### src/rtl/dtar_regs.svh
// Register indices, field positions, reset values and timing counts
// for the die temperature ADC readout. Included by every file that uses
// the macros; the guard keeps a second inclusion harmless.
`ifndef DTAR_REGS_SVH
`define DTAR_REGS_SVH

// Register indices; byte address is four times the index
`define DTAR_IDX_TRIG 6'h1b
`define DTAR_IDX_DONE 6'h1c
`define DTAR_IDX_SAMPLE 6'h1d
`define DTAR_IDX_IRQ_STAT 6'h1e
`define DTAR_IDX_IRQ_MASK 6'h1f

// Field positions
`define DTAR_BIT_TRIGGER 0
`define DTAR_BIT_RATE_SEL 1
`define DTAR_BIT_DONE 0

// Reset values
`define DTAR_RST_RATE_SEL 1'h0
`define DTAR_RST_DONE 1'h1
`define DTAR_RST_SAMPLE 8'hbd
`define DTAR_RST_MASK 1'h0

// Timing: system clock and converter clock periods in ns
`define DTAR_SYS_PERIOD_NS 40
`define DTAR_FAST_PERIOD_NS 500
`define DTAR_SLOW_PERIOD_NS 4000
`define DTAR_FAST_DIV (`DTAR_FAST_PERIOD_NS / `DTAR_SYS_PERIOD_NS)
`define DTAR_SLOW_DIV (`DTAR_SLOW_PERIOD_NS / `DTAR_SYS_PERIOD_NS)
`define DTAR_CONV_TICKS 17

`endif

### src/rtl/dtar_pkg.sv
// Types shared by the die temperature ADC readout.
// Assumes dtar_regs.svh sits on the include path.
`include "dtar_regs.svh"

package dtar_pkg;

    // Conversion sequencer states
    typedef enum logic [0:0] {
        DTAR_IDLE = 1'b0,
        DTAR_CONV = 1'b1
    } dtar_state_type;

    typedef logic [6:0] dtar_div_type;
    typedef logic [4:0] dtar_tick_cnt_type;

endpackage

### src/rtl/dtar_clk_div.sv
// Converter clock enable: one-cycle pulse at the selected rate.
// Assumes a single system clock; restart realigns the first tick.
`include "dtar_regs.svh"

module dtar_clk_div
    import dtar_pkg::*;
(
    // Clock and reset
    input wire logic i_clk,
    input wire logic i_rst,
    // Control
    input wire logic i_rate_sel,
    input wire logic i_restart,
    // Enable out
    output logic o_tick
);

    dtar_div_type count;
    dtar_div_type next_count;
    logic next_tick;
    dtar_div_type last;

    // Terminal count for the chosen rate
    always_comb begin
        last = i_rate_sel ? dtar_div_type'(`DTAR_SLOW_DIV - 1)
                          : dtar_div_type'(`DTAR_FAST_DIV - 1);
        next_count = count + 7'h01;
        next_tick = 1'b0;
        if (i_restart) begin
            next_count = 7'h00;
        end else if (count >= last) begin
            // >= covers a rate change while the count is past the new end
            next_count = 7'h00;
            next_tick = 1'b1;
        end
    end

    // Register state
    always_ff @(posedge i_clk or posedge i_rst) begin
        if (i_rst) begin
            count <= 7'h00;
            o_tick <= 1'b0;
        end else begin
            count <= next_count;
            o_tick <= next_tick;
        end
    end

endmodule

### src/rtl/dtar_top.sv
// APB slave and conversion sequencer for the housekeeping ADC that
// reads die temperature. Assumes i_conv_sample is the converter code
// taken from the sensor mux, changing slowly and asynchronously.
`include "dtar_regs.svh"

module dtar_top
    import dtar_pkg::*;
(
    // Clock and reset
    input wire logic i_clk,
    input wire logic i_rst,
    // APB slave
    input wire logic i_psel,
    input wire logic i_penable,
    input wire logic i_pwrite,
    input wire logic [7:0] i_paddr,
    input wire logic [31:0] i_pwdata,
    output logic o_pready,
    output logic [31:0] o_prdata,
    output logic o_pslverr,
    // Converter code from the temperature sensor mux
    input wire logic [7:0] i_conv_sample,
    // Interrupt
    output logic o_irq
);

    dtar_state_type state;
    dtar_state_type next_state;
    dtar_tick_cnt_type ticks;
    dtar_tick_cnt_type next_ticks;
    logic conv_clock_rate_sel;
    logic next_rate_sel;
    logic done;
    logic next_done;
    logic [7:0] temp_adc_sample_value;
    logic [7:0] next_sample;
    logic irq_stat;
    logic next_irq_stat;
    logic irq_mask;
    logic next_irq_mask;
    logic next_pready;
    logic [31:0] next_prdata;
    logic next_pslverr;
    logic next_irq;
    logic [7:0] sample_meta;
    logic [7:0] sample_sync;
    logic conv_tick;
    logic setup;
    logic xfer;
    logic wr;
    logic rd;
    logic hit_trig;
    logic hit_done;
    logic hit_sample;
    logic hit_stat;
    logic hit_mask;
    logic mapped;
    logic conv_trigger;
    logic conv_start;
    logic finish;

    // Two-flop synchroniser on the analog converter code; the code is
    // treated as quasi-static, a limitation accepted for a slow sensor
    always_ff @(posedge i_clk or posedge i_rst) begin
        if (i_rst) begin
            sample_meta <= 8'h00;
            sample_sync <= 8'h00;
        end else begin
            sample_meta <= i_conv_sample;
            sample_sync <= sample_meta;
        end
    end

    // Address decode on word index; low address bits must be zero
    always_comb begin
        hit_trig = 1'b0;
        hit_done = 1'b0;
        hit_sample = 1'b0;
        hit_stat = 1'b0;
        hit_mask = 1'b0;
        if (i_paddr[1:0] != 2'h0) begin
            hit_trig = 1'b0;
        end else if (i_paddr[7:2] == `DTAR_IDX_TRIG) begin
            hit_trig = 1'b1;
        end else if (i_paddr[7:2] == `DTAR_IDX_DONE) begin
            hit_done = 1'b1;
        end else if (i_paddr[7:2] == `DTAR_IDX_SAMPLE) begin
            hit_sample = 1'b1;
        end else if (i_paddr[7:2] == `DTAR_IDX_IRQ_STAT) begin
            hit_stat = 1'b1;
        end else if (i_paddr[7:2] == `DTAR_IDX_IRQ_MASK) begin
            hit_mask = 1'b1;
        end
        mapped = hit_trig | hit_done | hit_sample | hit_stat | hit_mask;
    end

    // Bus phases; a transfer completes on the edge where pready is high
    assign setup = i_psel & ~i_penable;
    assign xfer = i_psel & i_penable & o_pready;
    assign wr = xfer & i_pwrite;
    assign rd = xfer & ~i_pwrite;
    assign conv_trigger = wr & hit_trig & i_pwdata[`DTAR_BIT_TRIGGER];
    // Only a trigger taken while idle starts a conversion
    assign conv_start = conv_trigger & (state == DTAR_IDLE);
    assign finish = (state == DTAR_CONV) && conv_tick
                    && (ticks == 5'(`DTAR_CONV_TICKS - 1));

    // APB answer: data latched in setup, ready for one access cycle
    always_comb begin
        next_pready = 1'b0;
        next_pslverr = 1'b0;
        next_prdata = o_prdata;
        if (setup) begin
            next_pready = 1'b1;
            next_pslverr = ~mapped;
            next_prdata = 32'h0000_0000;
            if (hit_trig) begin
                next_prdata[`DTAR_BIT_RATE_SEL] = conv_clock_rate_sel;
                // Trigger reads back high while the conversion runs
                next_prdata[`DTAR_BIT_TRIGGER] = (state == DTAR_CONV);
            end else if (hit_done) begin
                next_prdata[`DTAR_BIT_DONE] = done;
            end else if (hit_sample) begin
                next_prdata[7:0] = temp_adc_sample_value;
            end else if (hit_stat) begin
                next_prdata[`DTAR_BIT_DONE] = irq_stat;
            end else if (hit_mask) begin
                next_prdata[`DTAR_BIT_DONE] = irq_mask;
            end
        end
    end

    // Control registers and the conversion sequencer
    always_comb begin
        next_state = state;
        next_ticks = ticks;
        next_done = done;
        next_sample = temp_adc_sample_value;
        next_rate_sel = conv_clock_rate_sel;
        next_irq_mask = irq_mask;
        next_irq_stat = irq_stat;
        if (wr && hit_trig) begin
            next_rate_sel = i_pwdata[`DTAR_BIT_RATE_SEL];
        end
        if (wr && hit_mask) begin
            next_irq_mask = i_pwdata[`DTAR_BIT_DONE];
        end
        // Read clears only a bit that the read returned, so an event on
        // the setup edge is kept; a done event at the clear still wins
        if (rd && hit_stat && o_prdata[`DTAR_BIT_DONE]) begin
            next_irq_stat = 1'b0;
        end
        case (state)
            DTAR_IDLE: begin
                // A trigger during a conversion is ignored, not queued
                if (conv_trigger) begin
                    next_state = DTAR_CONV;
                    next_ticks = 5'h00;
                    next_done = 1'b0;
                end
            end
            DTAR_CONV: begin
                if (finish) begin
                    next_state = DTAR_IDLE;
                    next_sample = sample_sync;
                    next_done = 1'b1;
                    next_irq_stat = 1'b1;
                end else if (conv_tick) begin
                    next_ticks = ticks + 5'h01;
                end
            end
            default: begin
                next_state = DTAR_IDLE;
            end
        endcase
        next_irq = next_irq_stat & next_irq_mask;
    end

    // Converter clock enable, realigned when a conversion starts; a
    // trigger while busy must not stretch the running conversion
    dtar_clk_div u_div (
        .i_clk(i_clk),
        .i_rst(i_rst),
        .i_rate_sel(conv_clock_rate_sel),
        .i_restart(conv_start),
        .o_tick(conv_tick)
    );

    // Register all state but the synchroniser
    always_ff @(posedge i_clk or posedge i_rst) begin
        if (i_rst) begin
            state <= DTAR_IDLE;
            ticks <= 5'h00;
            done <= `DTAR_RST_DONE;
            temp_adc_sample_value <= `DTAR_RST_SAMPLE;
            conv_clock_rate_sel <= `DTAR_RST_RATE_SEL;
            irq_mask <= `DTAR_RST_MASK;
            irq_stat <= 1'b0;
            o_pready <= 1'b0;
            o_pslverr <= 1'b0;
            o_prdata <= 32'h0000_0000;
            o_irq <= 1'b0;
        end else begin
            state <= next_state;
            ticks <= next_ticks;
            done <= next_done;
            temp_adc_sample_value <= next_sample;
            conv_clock_rate_sel <= next_rate_sel;
            irq_mask <= next_irq_mask;
            irq_stat <= next_irq_stat;
            o_pready <= next_pready;
            o_pslverr <= next_pslverr;
            o_prdata <= next_prdata;
            o_irq <= next_irq;
        end
    end

    // Checks
    chk_fast_tick: assert property (@(posedge i_clk) disable iff (i_rst)
        (conv_tick && !conv_clock_rate_sel && $stable(conv_clock_rate_sel))
        |=> !conv_tick [*8])
        else $error("fast converter tick came too soon");

    chk_done_clear: assert property (@(posedge i_clk) disable iff (i_rst)
        (conv_trigger && state == DTAR_IDLE) |=> !done ##1 !done)
        else $error("done flag not cleared by trigger");

    chk_done_busy: assert property (@(posedge i_clk) disable iff (i_rst)
        done == (state == DTAR_IDLE))
        else $error("done flag disagrees with sequencer");

    chk_conv_length: assert property (@(posedge i_clk) disable iff (i_rst)
        $rose(done) |-> $past(ticks) == 5'(`DTAR_CONV_TICKS - 1))
        else $error("conversion ended after wrong tick count");

    chk_result_load: assert property (@(posedge i_clk) disable iff (i_rst)
        $rose(done) |-> temp_adc_sample_value == $past(sample_sync))
        else $error("result not loaded from synchronised sample");

    chk_sensor_sync: assert property (@(posedge i_clk) disable iff (i_rst)
        sample_sync == $past(sample_meta))
        else $error("sensor code not passed through synchroniser");

    chk_result_hold: assert property (@(posedge i_clk) disable iff (i_rst)
        !$rose(done) |-> $stable(temp_adc_sample_value))
        else $error("result changed outside conversion end");

    chk_rate_write: assert property (@(posedge i_clk) disable iff (i_rst)
        (wr && hit_trig) |=>
        conv_clock_rate_sel == $past(i_pwdata[`DTAR_BIT_RATE_SEL]))
        else $error("rate select write not stored");

    chk_irq_set: assert property (@(posedge i_clk) disable iff (i_rst)
        finish |=> irq_stat)
        else $error("conversion end did not set irq status");

endmodule

### config.mk
export PLATFORM = sky130hd
export DESIGN_NAME = dtar_top
export DESIGN_NICKNAME = d
export VERILOG_FILES = /design/src/rtl/dtar_pkg.sv /design/src/rtl/dtar_clk_div.sv /design/src/rtl/dtar_top.sv
export VERILOG_INCLUDE_DIRS = /design/src /design/src/rtl
export SDC_FILE = /design/constraint.sdc
export NUM_CORES = 1
export LEC_CHECK = 0
export ABC_AREA = 1
export BUFFER_PORTS_ARGS = -buffer_cell sky130_fd_sc_hd__buf_2
export CAP_MARGIN = 20
export CORE_MARGIN = 8
export CORE_UTILIZATION = 47
export CTS_BUF_LIST = sky130_fd_sc_hd__clkbuf_8
export CTS_CLUSTER_SIZE = 12
export DETAILED_ROUTE_END_ITERATION = 6
export GPL_TIMING_DRIVEN = 0
export PLACE_DENSITY_LB_ADDON = 0.2
export SETUP_SLACK_MARGIN = 0.1
export SLEW_MARGIN = 30
export SYNTH_ARGS = -nofsm -noshare
export SYNTH_HDL_FRONTEND = slang
export SYNTH_HIERARCHICAL = 1
export SYNTH_SLANG_ARGS = --single-unit
### constraint.sdc
create_clock -name i_clk -period 1.35 [get_ports i_clk]
set_clock_uncertainty 0.2 [all_clocks]
set_input_delay 0.135 -clock i_clk [delete_from_list [all_inputs] [get_ports i_clk]]
set_output_delay 0.135 -clock i_clk [all_outputs]
set_load 0.005 [all_outputs]
==> results.md, run 1 <==
* Run status: complete, but fails checks
* Violated checks: setup timing
* Port bufs at 32
* Final non-filler cell area at 0.003516 mm^2
* Root Buffer Master: clkbuf_8
* Ys async rst share at 1.000
* Post-placement cell count at 411
* Hold worst-path end: o_pready
* Fin. Hold Viols at 0
* EDFF count, synth at 0
* Top cell type's share of synthesized area at 0.4436
* Placed cell areas at 0.002963 mm^2
* Post-layout net count at 437
* Flop2flop setup slack at -0.16 ns
* DPL Wire Length at 3.553 mm
* Initial Util at 0.4801
* Number of synthesis warnings at 6
* Synth top area cells: dfrtp_1 (44%), nand2_1 (11%), buf_4 (7.2%), dfstp_2 (7.1%), nand3_1 (4.1%)
* Period utilization at 1.121
* Final ANT Viol Nets at 0
* Syn-to-layout area delta at 35.49%
* Core area at 0.005405 mm^2
* Worst vdd ir at 0.8096 mV
* WL final at 5.193 mm
* Worst setup margin at -0.1633 ns
* Syn Inst Count at 284
* Chip height at 90.31 um
* # setup viols final at 25
* Clk buf depth at 2
* Sequential cell area fraction in the yosys report at 0.5145
* Cell variety after synth at 32
* IO Count at 88
* R2r startpoint: conv_clock_rate_sel
* CTS buffer count at 5
* First-pass GRT wire length at 8.673 mm
* Most common cell in the synthesized netlist: nand2_1
* Vias in the first global route at 1958
* Vias per inst at 4.426
* Minimum clock period at 1.513 ns
* Crit Path Class: flip-flop to flip-flop
* Crit path max fanout at 6
* DIE WIDTH at 90.31 um
* Initial antenna violation count at 0
* Overall power at 4.239 mW
* Worst skew pair latency at 0.29 ns
* Initial DRC Count at 49
* Worst Path Required at 1.38 ns
* Cell type with the largest total area after synthesis: dfrtp_1
* ANT cells at 0
* Setup WS pre-CTS at -0.2160 ns
* Post-Route Setup TNS at -2.831 ns
* Largest net degree at the start of global routing at 46
* Fmax at 660.8 MHz
* R2R Path End: u_div/count[1]
* Detailed Routing Iterations Pass 1 at 4
* CTS sink cnt at 53
* Pwr per Cell Area at 1206 mW/mm^2
* Layout fillers at 465
* Die area at 0.008155 mm^2
* Total number of vias at 1996
* Share of layout cells above drive strength 1 at 0.4248
* Area of the multi-input gates at 0.001211 mm^2
* # rows at 27
* Reg area at 0.001338 mm^2
* Register-to-Register Path Depth at 7
* Final Max Slew Viols at 0
* Hold Path Depth at 3
* Synth top cells by count: nand2_1 (73), dfrtp_1 (46), inv_1 (26)
* Main synth FF type: dfrtp_1
* Final Non-Filler Cells at 451
* RSZ-0062 raised after global routing: yes
* Hold_sp: i_penable
* Clock Pin Slew Worst Setup and Hold Paths at 0.10 ns
* H-tree depth at 2
* Residual DRC at 0
* Crit path launch type: flip-flop
* GRT overflow at 0
* Synthesized area at 0.002595 mm^2
* Avg WL per Cell at 11.51 um
* Worst Path Arrival at 1.55 ns
* Seq cells post-synth at 53
* Syn Area/Cell at 9.137 um^2
* CP Capture Type: flip-flop
* Static leakage at 1.860 nW
* Hold crit path type: primary input to flip-flop
* Total Routing Usage GR at 0.1256
* Max-Cap Viols at 0
* Final RePlAce weighted congestion at 0.7612
* CTS tree: yes
[critical path, cell delays in order (launching register included)]
cell      delay, ns
dfrtp_1        0.41
buf_6          0.13
ha_4           0.16
nor2_4         0.11
nor2_4         0.04
nor2_4         0.14
nand3b_4       0.14
nor2_1         0.11
[registers in the layout, summed over array words and instances (netlist names)]
| signal | cells |
|---|---|
| irq_mask | 1 |
| sample_sync | 8 |
| ticks | 5 |
| irq_stat | 1 |
| sample_meta | 8 |
| temp_adc_sample_value | 8 |
| done | 1 |
| o_pslverr | 1 |
| o_prdata | 8 |
| o_irq | 1 |
| u_div/count | 7 |
| state | 1 |
| u_div/o_tick | 1 |
| o_pready | 1 |
| conv_clock_rate_sel | 1 |
[worst max-delay path by stage]
stage                   startpoint             end  cells past startpoint
2_1_floorplan  conv_clock_rate_sel  u_div/count[0]                      7
3_5_place_dp              o_pready  u_div/count[0]                      6
4_1_cts        conv_clock_rate_sel  u_div/count[0]                      7
6_report       conv_clock_rate_sel  u_div/count[1]                      7
5_1_grt                   o_pready  u_div/count[4]                      6
3_3_place_gp              o_pready  u_div/count[0]                      6
[routing by layer]
layer,part of all wire,vias up,track usage
li1,-,1032,-
met1,0.47,905,0.1572
met2,0.45,55,0.1975
met3,0.066,4,0.04738
met4,0.0094,0,0.03467
met5,0,-,0
[cell usage in the layout (no fill, tap or decap), drive strengths merged, types with 2 or more instances in the layout]
cell type	count
xor2	2
o21ai	14
ha	6
dfrtp	46
dfstp	7
xnor2	3
conb	24
buf	76
clkbuf	5
clkinv	3
nor2	33
clkinvlp	2
nor3	4
dlygate4sd3	12
a21oi	2
inv	29
nand2	79
nand3	24
nand4	4
[power breakdown]
group          internal [mW]  switching, mW
logic                  0.678          0.660
registers               1.79          0.224
clock network          0.369          0.515
[repair_timing]
action,in CTS,in global routing
cloned,0,2
hold endpoints to repair,64,0
gates resized for setup,16,36
hold buffers,12,0
pin swaps,21,27
setup endpoints to repair,26,32
setup buffers,12,5
[stage by stage]
stage / hold slack [ns] / util
floorplan: -0.2493 / -
global placement: -0.06859 / 0.5481
detailed placement: -0.06315 / 0.5481
CTS: 0.007513 / 0.6148
global route: 0.02961 / 0.6505
finish: 0.02368 / 0.6505
[logic make-up (layout without fill, tap and decap cells)]
kind of cell,after synthesis,after routing,synth area share
simple gates,147,147,0.2859
buf+inv,55,127,0.1172
flops,53,53,0.5145
compound gates,17,17,0.03520
fa+ha+maj,6,6,0.02893
xor+xnor,5,5,0.01688
other cells,1,24,0.001445
[cell type report]
cell class                      instances  area share
Sequential cell                        53      0.3804
Multi-Input combinational cell        199      0.3445
Timing Repair Buffer                   62      0.1320
Buffer                                 26     0.05480
Inverter                               29     0.03345
Tap cell                               72     0.02562
Clock buffer                            5     0.01957
Clock inverter                          3    0.006406
Timing Repair inverter                  2    0.003203
Power figures use the tool's default switching activity.
==> run 2: changes to the inputs <==
--- a/config.mk
+++ b/config.mk
@@ -9,4 +9,6 @@
 export ABC_AREA = 1
+export ABC_CLOCK_PERIOD_IN_PS = 1350
 export BUFFER_PORTS_ARGS = -buffer_cell sky130_fd_sc_hd__buf_2
 export CAP_MARGIN = 20
+export CORE_ASPECT_RATIO = 0.7
 export CORE_MARGIN = 8
==> constraint.sdc (replaced) <==
create_clock -name i_clk -period 1.35 [get_ports i_clk]
set_clock_uncertainty 0.2 [all_clocks]
set_input_delay 0.0675 -clock i_clk [delete_from_list [all_inputs] [get_ports i_clk]]
set_output_delay 0.0675 -clock i_clk [all_outputs]
set_load 0.005 [all_outputs]
==> run 2 against run 1 <==
Effect of this change:
- the flow finishes with violations (hold timing, setup timing)
- sequential share of layout area rose by 0.57 points
- non-clock buffer count down 3
- combinational power shrank 5%
- fmax decreased by 0.31%
- flip-flop and latch count did not move
- global-route usage grew 0.42 points
- design area down 1.6%
- setup slack worse by 0.0048 ns
- highest routed layer unchanged
==> results.md, run 2 (synthesis results as in run 1) <==
* Final Non-Filler Cells at 448 (was 451)
* Final Max Slew Viols at 0 (unchanged)
* Register-to-Register Path Depth at 7 (unchanged)
* Root Buffer Master: clkbuf_8 (unchanged)
* R2r startpoint: conv_clock_rate_sel (unchanged)
* Final non-filler cell area at 0.003461 mm^2 (was 0.003516 mm^2)
* Total number of vias at 2015 (was 1996)
* Vias in the first global route at 2036 (was 1958)
* CTS sink cnt at 53 (unchanged)
* Post-placement cell count at 411 (unchanged)
* Minimum clock period at 1.518 ns (was 1.513 ns)
* RSZ-0062 raised after global routing: yes (unchanged)
* Chip height at 78.17 um (was 90.31 um)
* DIE WIDTH at 104.8 um (was 90.31 um)
* Worst Path Arrival at 1.56 ns (was 1.55 ns)
* Static leakage at 1.847 nW (was 1.860 nW)
* Hold crit path type: primary input to flip-flop (unchanged)
* Avg WL per Cell at 12.02 um (was 11.51 um)
* Crit path launch type: flip-flop (unchanged)
* Commonest non-fill, non-tap cell in the layout: nand2_1 (unchanged)
* Hold Path Depth at 5 (was 3)
* Violated checks: hold timing, setup timing (was setup timing)
* Share of layout cells above drive strength 1 at 0.3856 (was 0.4248)
* ANT cells at 0 (unchanged)
* Syn-to-layout area delta at 33.37% (was 35.49%)
* CTS buffer count at 5 (unchanged)
* Die area at 0.008193 mm^2 (was 0.008155 mm^2)
* Fmax at 658.7 MHz (was 660.8 MHz)
* Initial antenna violation count at 0 (unchanged)
* Hold_sp: i_pwdata[0] (was i_penable)
* Worst vdd ir at 0.7017 mV (was 0.8096 mV)
* Initial Util at 0.4910 (was 0.4801)
* Hold worst-path end: state (was o_pready)
* Vias per inst at 4.498 (was 4.426)
* Clock Pin Slew Worst Setup and Hold Paths at 0.10 ns (about the same)
* Pwr per Cell Area at 1210 mW/mm^2 (was 1206 mW/mm^2)
* H-tree depth at 2 (unchanged)
* Layout fillers at 439 (was 465)
* CP Capture Type: flip-flop (unchanged)
* CTS tree: yes (unchanged)
* Placed cell areas at 0.002963 mm^2 (unchanged)
* Max-Cap Viols at 0 (unchanged)
* WL final at 5.383 mm (was 5.193 mm)
* Residual DRC at 0 (unchanged)
* Crit Path Class: flip-flop to flip-flop (unchanged)
* Port bufs at 32 (unchanged)
* Hold Slack at -0.0005596 ns (was 0.02368 ns)
* Final ANT Viol Nets at 0 (unchanged)
* Overall power at 4.188 mW (was 4.239 mW)
* Largest net degree at the start of global routing at 46 (unchanged)
* Critical path, cell by cell: inv_2, ha_4, nand2_2, nand2_2, nor2_4, nand3b_4, nor2_2 (was buf_6, ha_4, nor2_4, nor2_4, nor2_4, nand3b_4, nor2_1)
* Initial DRC Count at 74 (was 49)
* # setup viols final at 25 (unchanged)
* Total Routing Usage GR at 0.1298 (was 0.1256)
* DPL Wire Length at 3.768 mm (was 3.553 mm)
* Max incr delay on CP at 0.42 ns (was 0.41 ns)
* Detailed Routing Iterations Pass 1 at 4 (unchanged)
* Core area at 0.005285 mm^2 (was 0.005405 mm^2)
* Worst Path Required at 1.39 ns (was 1.38 ns)
* First-pass GRT wire length at 8.956 mm (was 8.673 mm)
* Flop2flop setup slack at -0.17 ns (was -0.16 ns)
* # rows at 22 (was 27)
* Run status: complete, but fails checks (unchanged)
* Worst setup margin at -0.1680 ns (was -0.1633 ns)
* Clk buf depth at 2 (unchanged)
* Crit path max fanout at 6 (unchanged)
* IO Count at 88 (unchanged)
* Most frequent cells in the layout: nand2_1 (60), dfrtp_1 (45), buf_2 (33) (was nand2_1 (58), dfrtp_1 (44), buf_4 (36))
* Period utilization at 1.124 (was 1.121)
* CP most frequent cell: nand2_2 (was nor2_4)
* Slowest CP cell: dfrtp_1 (unchanged)
* R2R Path End: u_div/count[0] (was u_div/count[1])
* GRT overflow at 0 (unchanged)
* Final RePlAce weighted congestion at 0.7856 (was 0.7612)
* Worst skew pair latency at 0.30 ns (was 0.29 ns)
* Fin. Hold Viols at 1 (was 0)
* Post-Route Setup TNS at -2.694 ns (was -2.831 ns)
* Post-layout net count at 434 (was 437)
run 2: final cells by class:
type	instances	area, um^2	area share
buffer	26	192.7	0.05568
tap	72	90.09	0.02603
timing repair buffer	59	434.2	0.1255
multi-input combinational	200	1186	0.3427
timing repair inverter	1	6.256	0.001808
clock inverter	3	28.78	0.008315
inverter	29	117.6	0.03398
clock buffer	5	68.82	0.01988
sequential	53	1336	0.3861
run 2: timing repair:
action / in CTS / in global routing
resized for setup: 20 / 15
endpoints found under the hold margin: 66 / 4
buffers inserted: 6 / 3
endpoints found under the setup margin: 25 / 28
pin swaps: 11 / 16
gates cloned: 2 / 0
hold buffers: 15 / 2
run 2: per-layer routing:
layer | global-route usage | share of wire
met1 | 0.1589 | 0.47
met2 | 0.2175 | 0.45
met3 | 0.04241 | 0.067
met4 | 0.03262 | 0.0067
met5 | 0 | 0
run 2: worst max path at each step:
stage	slack [ns]	to	depth (start not counted)	start
5_1_grt	-0.28	u_div/count[4]	6	u_div/count[3]
3_5_place_dp	-0.19	u_div/count[4]	6	o_pready
6_report	-0.17	u_div/count[0]	7	conv_clock_rate_sel
3_3_place_gp	-0.18	u_div/count[4]	6	o_pready
4_1_cts	-0.17	u_div/count[0]	7	conv_clock_rate_sel
2_1_floorplan	-0.06	u_div/count[0]	7	conv_clock_rate_sel
run 2: per-stage QoR:
step           utilization  setup slack, ns
2_1_floorplan            -         -0.05566
3_3_place_gp        0.5606          -0.1839
3_5_place_dp        0.5606          -0.1934
4_1_cts             0.6321          -0.1682
5_1_grt             0.6548          -0.2832
6_report            0.6548          -0.1680
run 2: critical path, delay by kind of cell (launching register included):
kind,cells,cell delay (ns)
buf+inv,1,0.11
fa+ha+maj,1,0.21
simple gates,5,0.52
flops,1,0.42
run 2: power by group:
group | leakage [nW] | internal (mW) | total, mW | switching (mW)
Sequential | 0.640 | 1.79 | 1.98 | 0.190
Clock | 0.0506 | 0.389 | 0.938 | 0.549
Combinational | 1.16 | 0.619 | 1.27 | 0.651
Total | 1.85 | 2.80 | 4.19 | 1.39
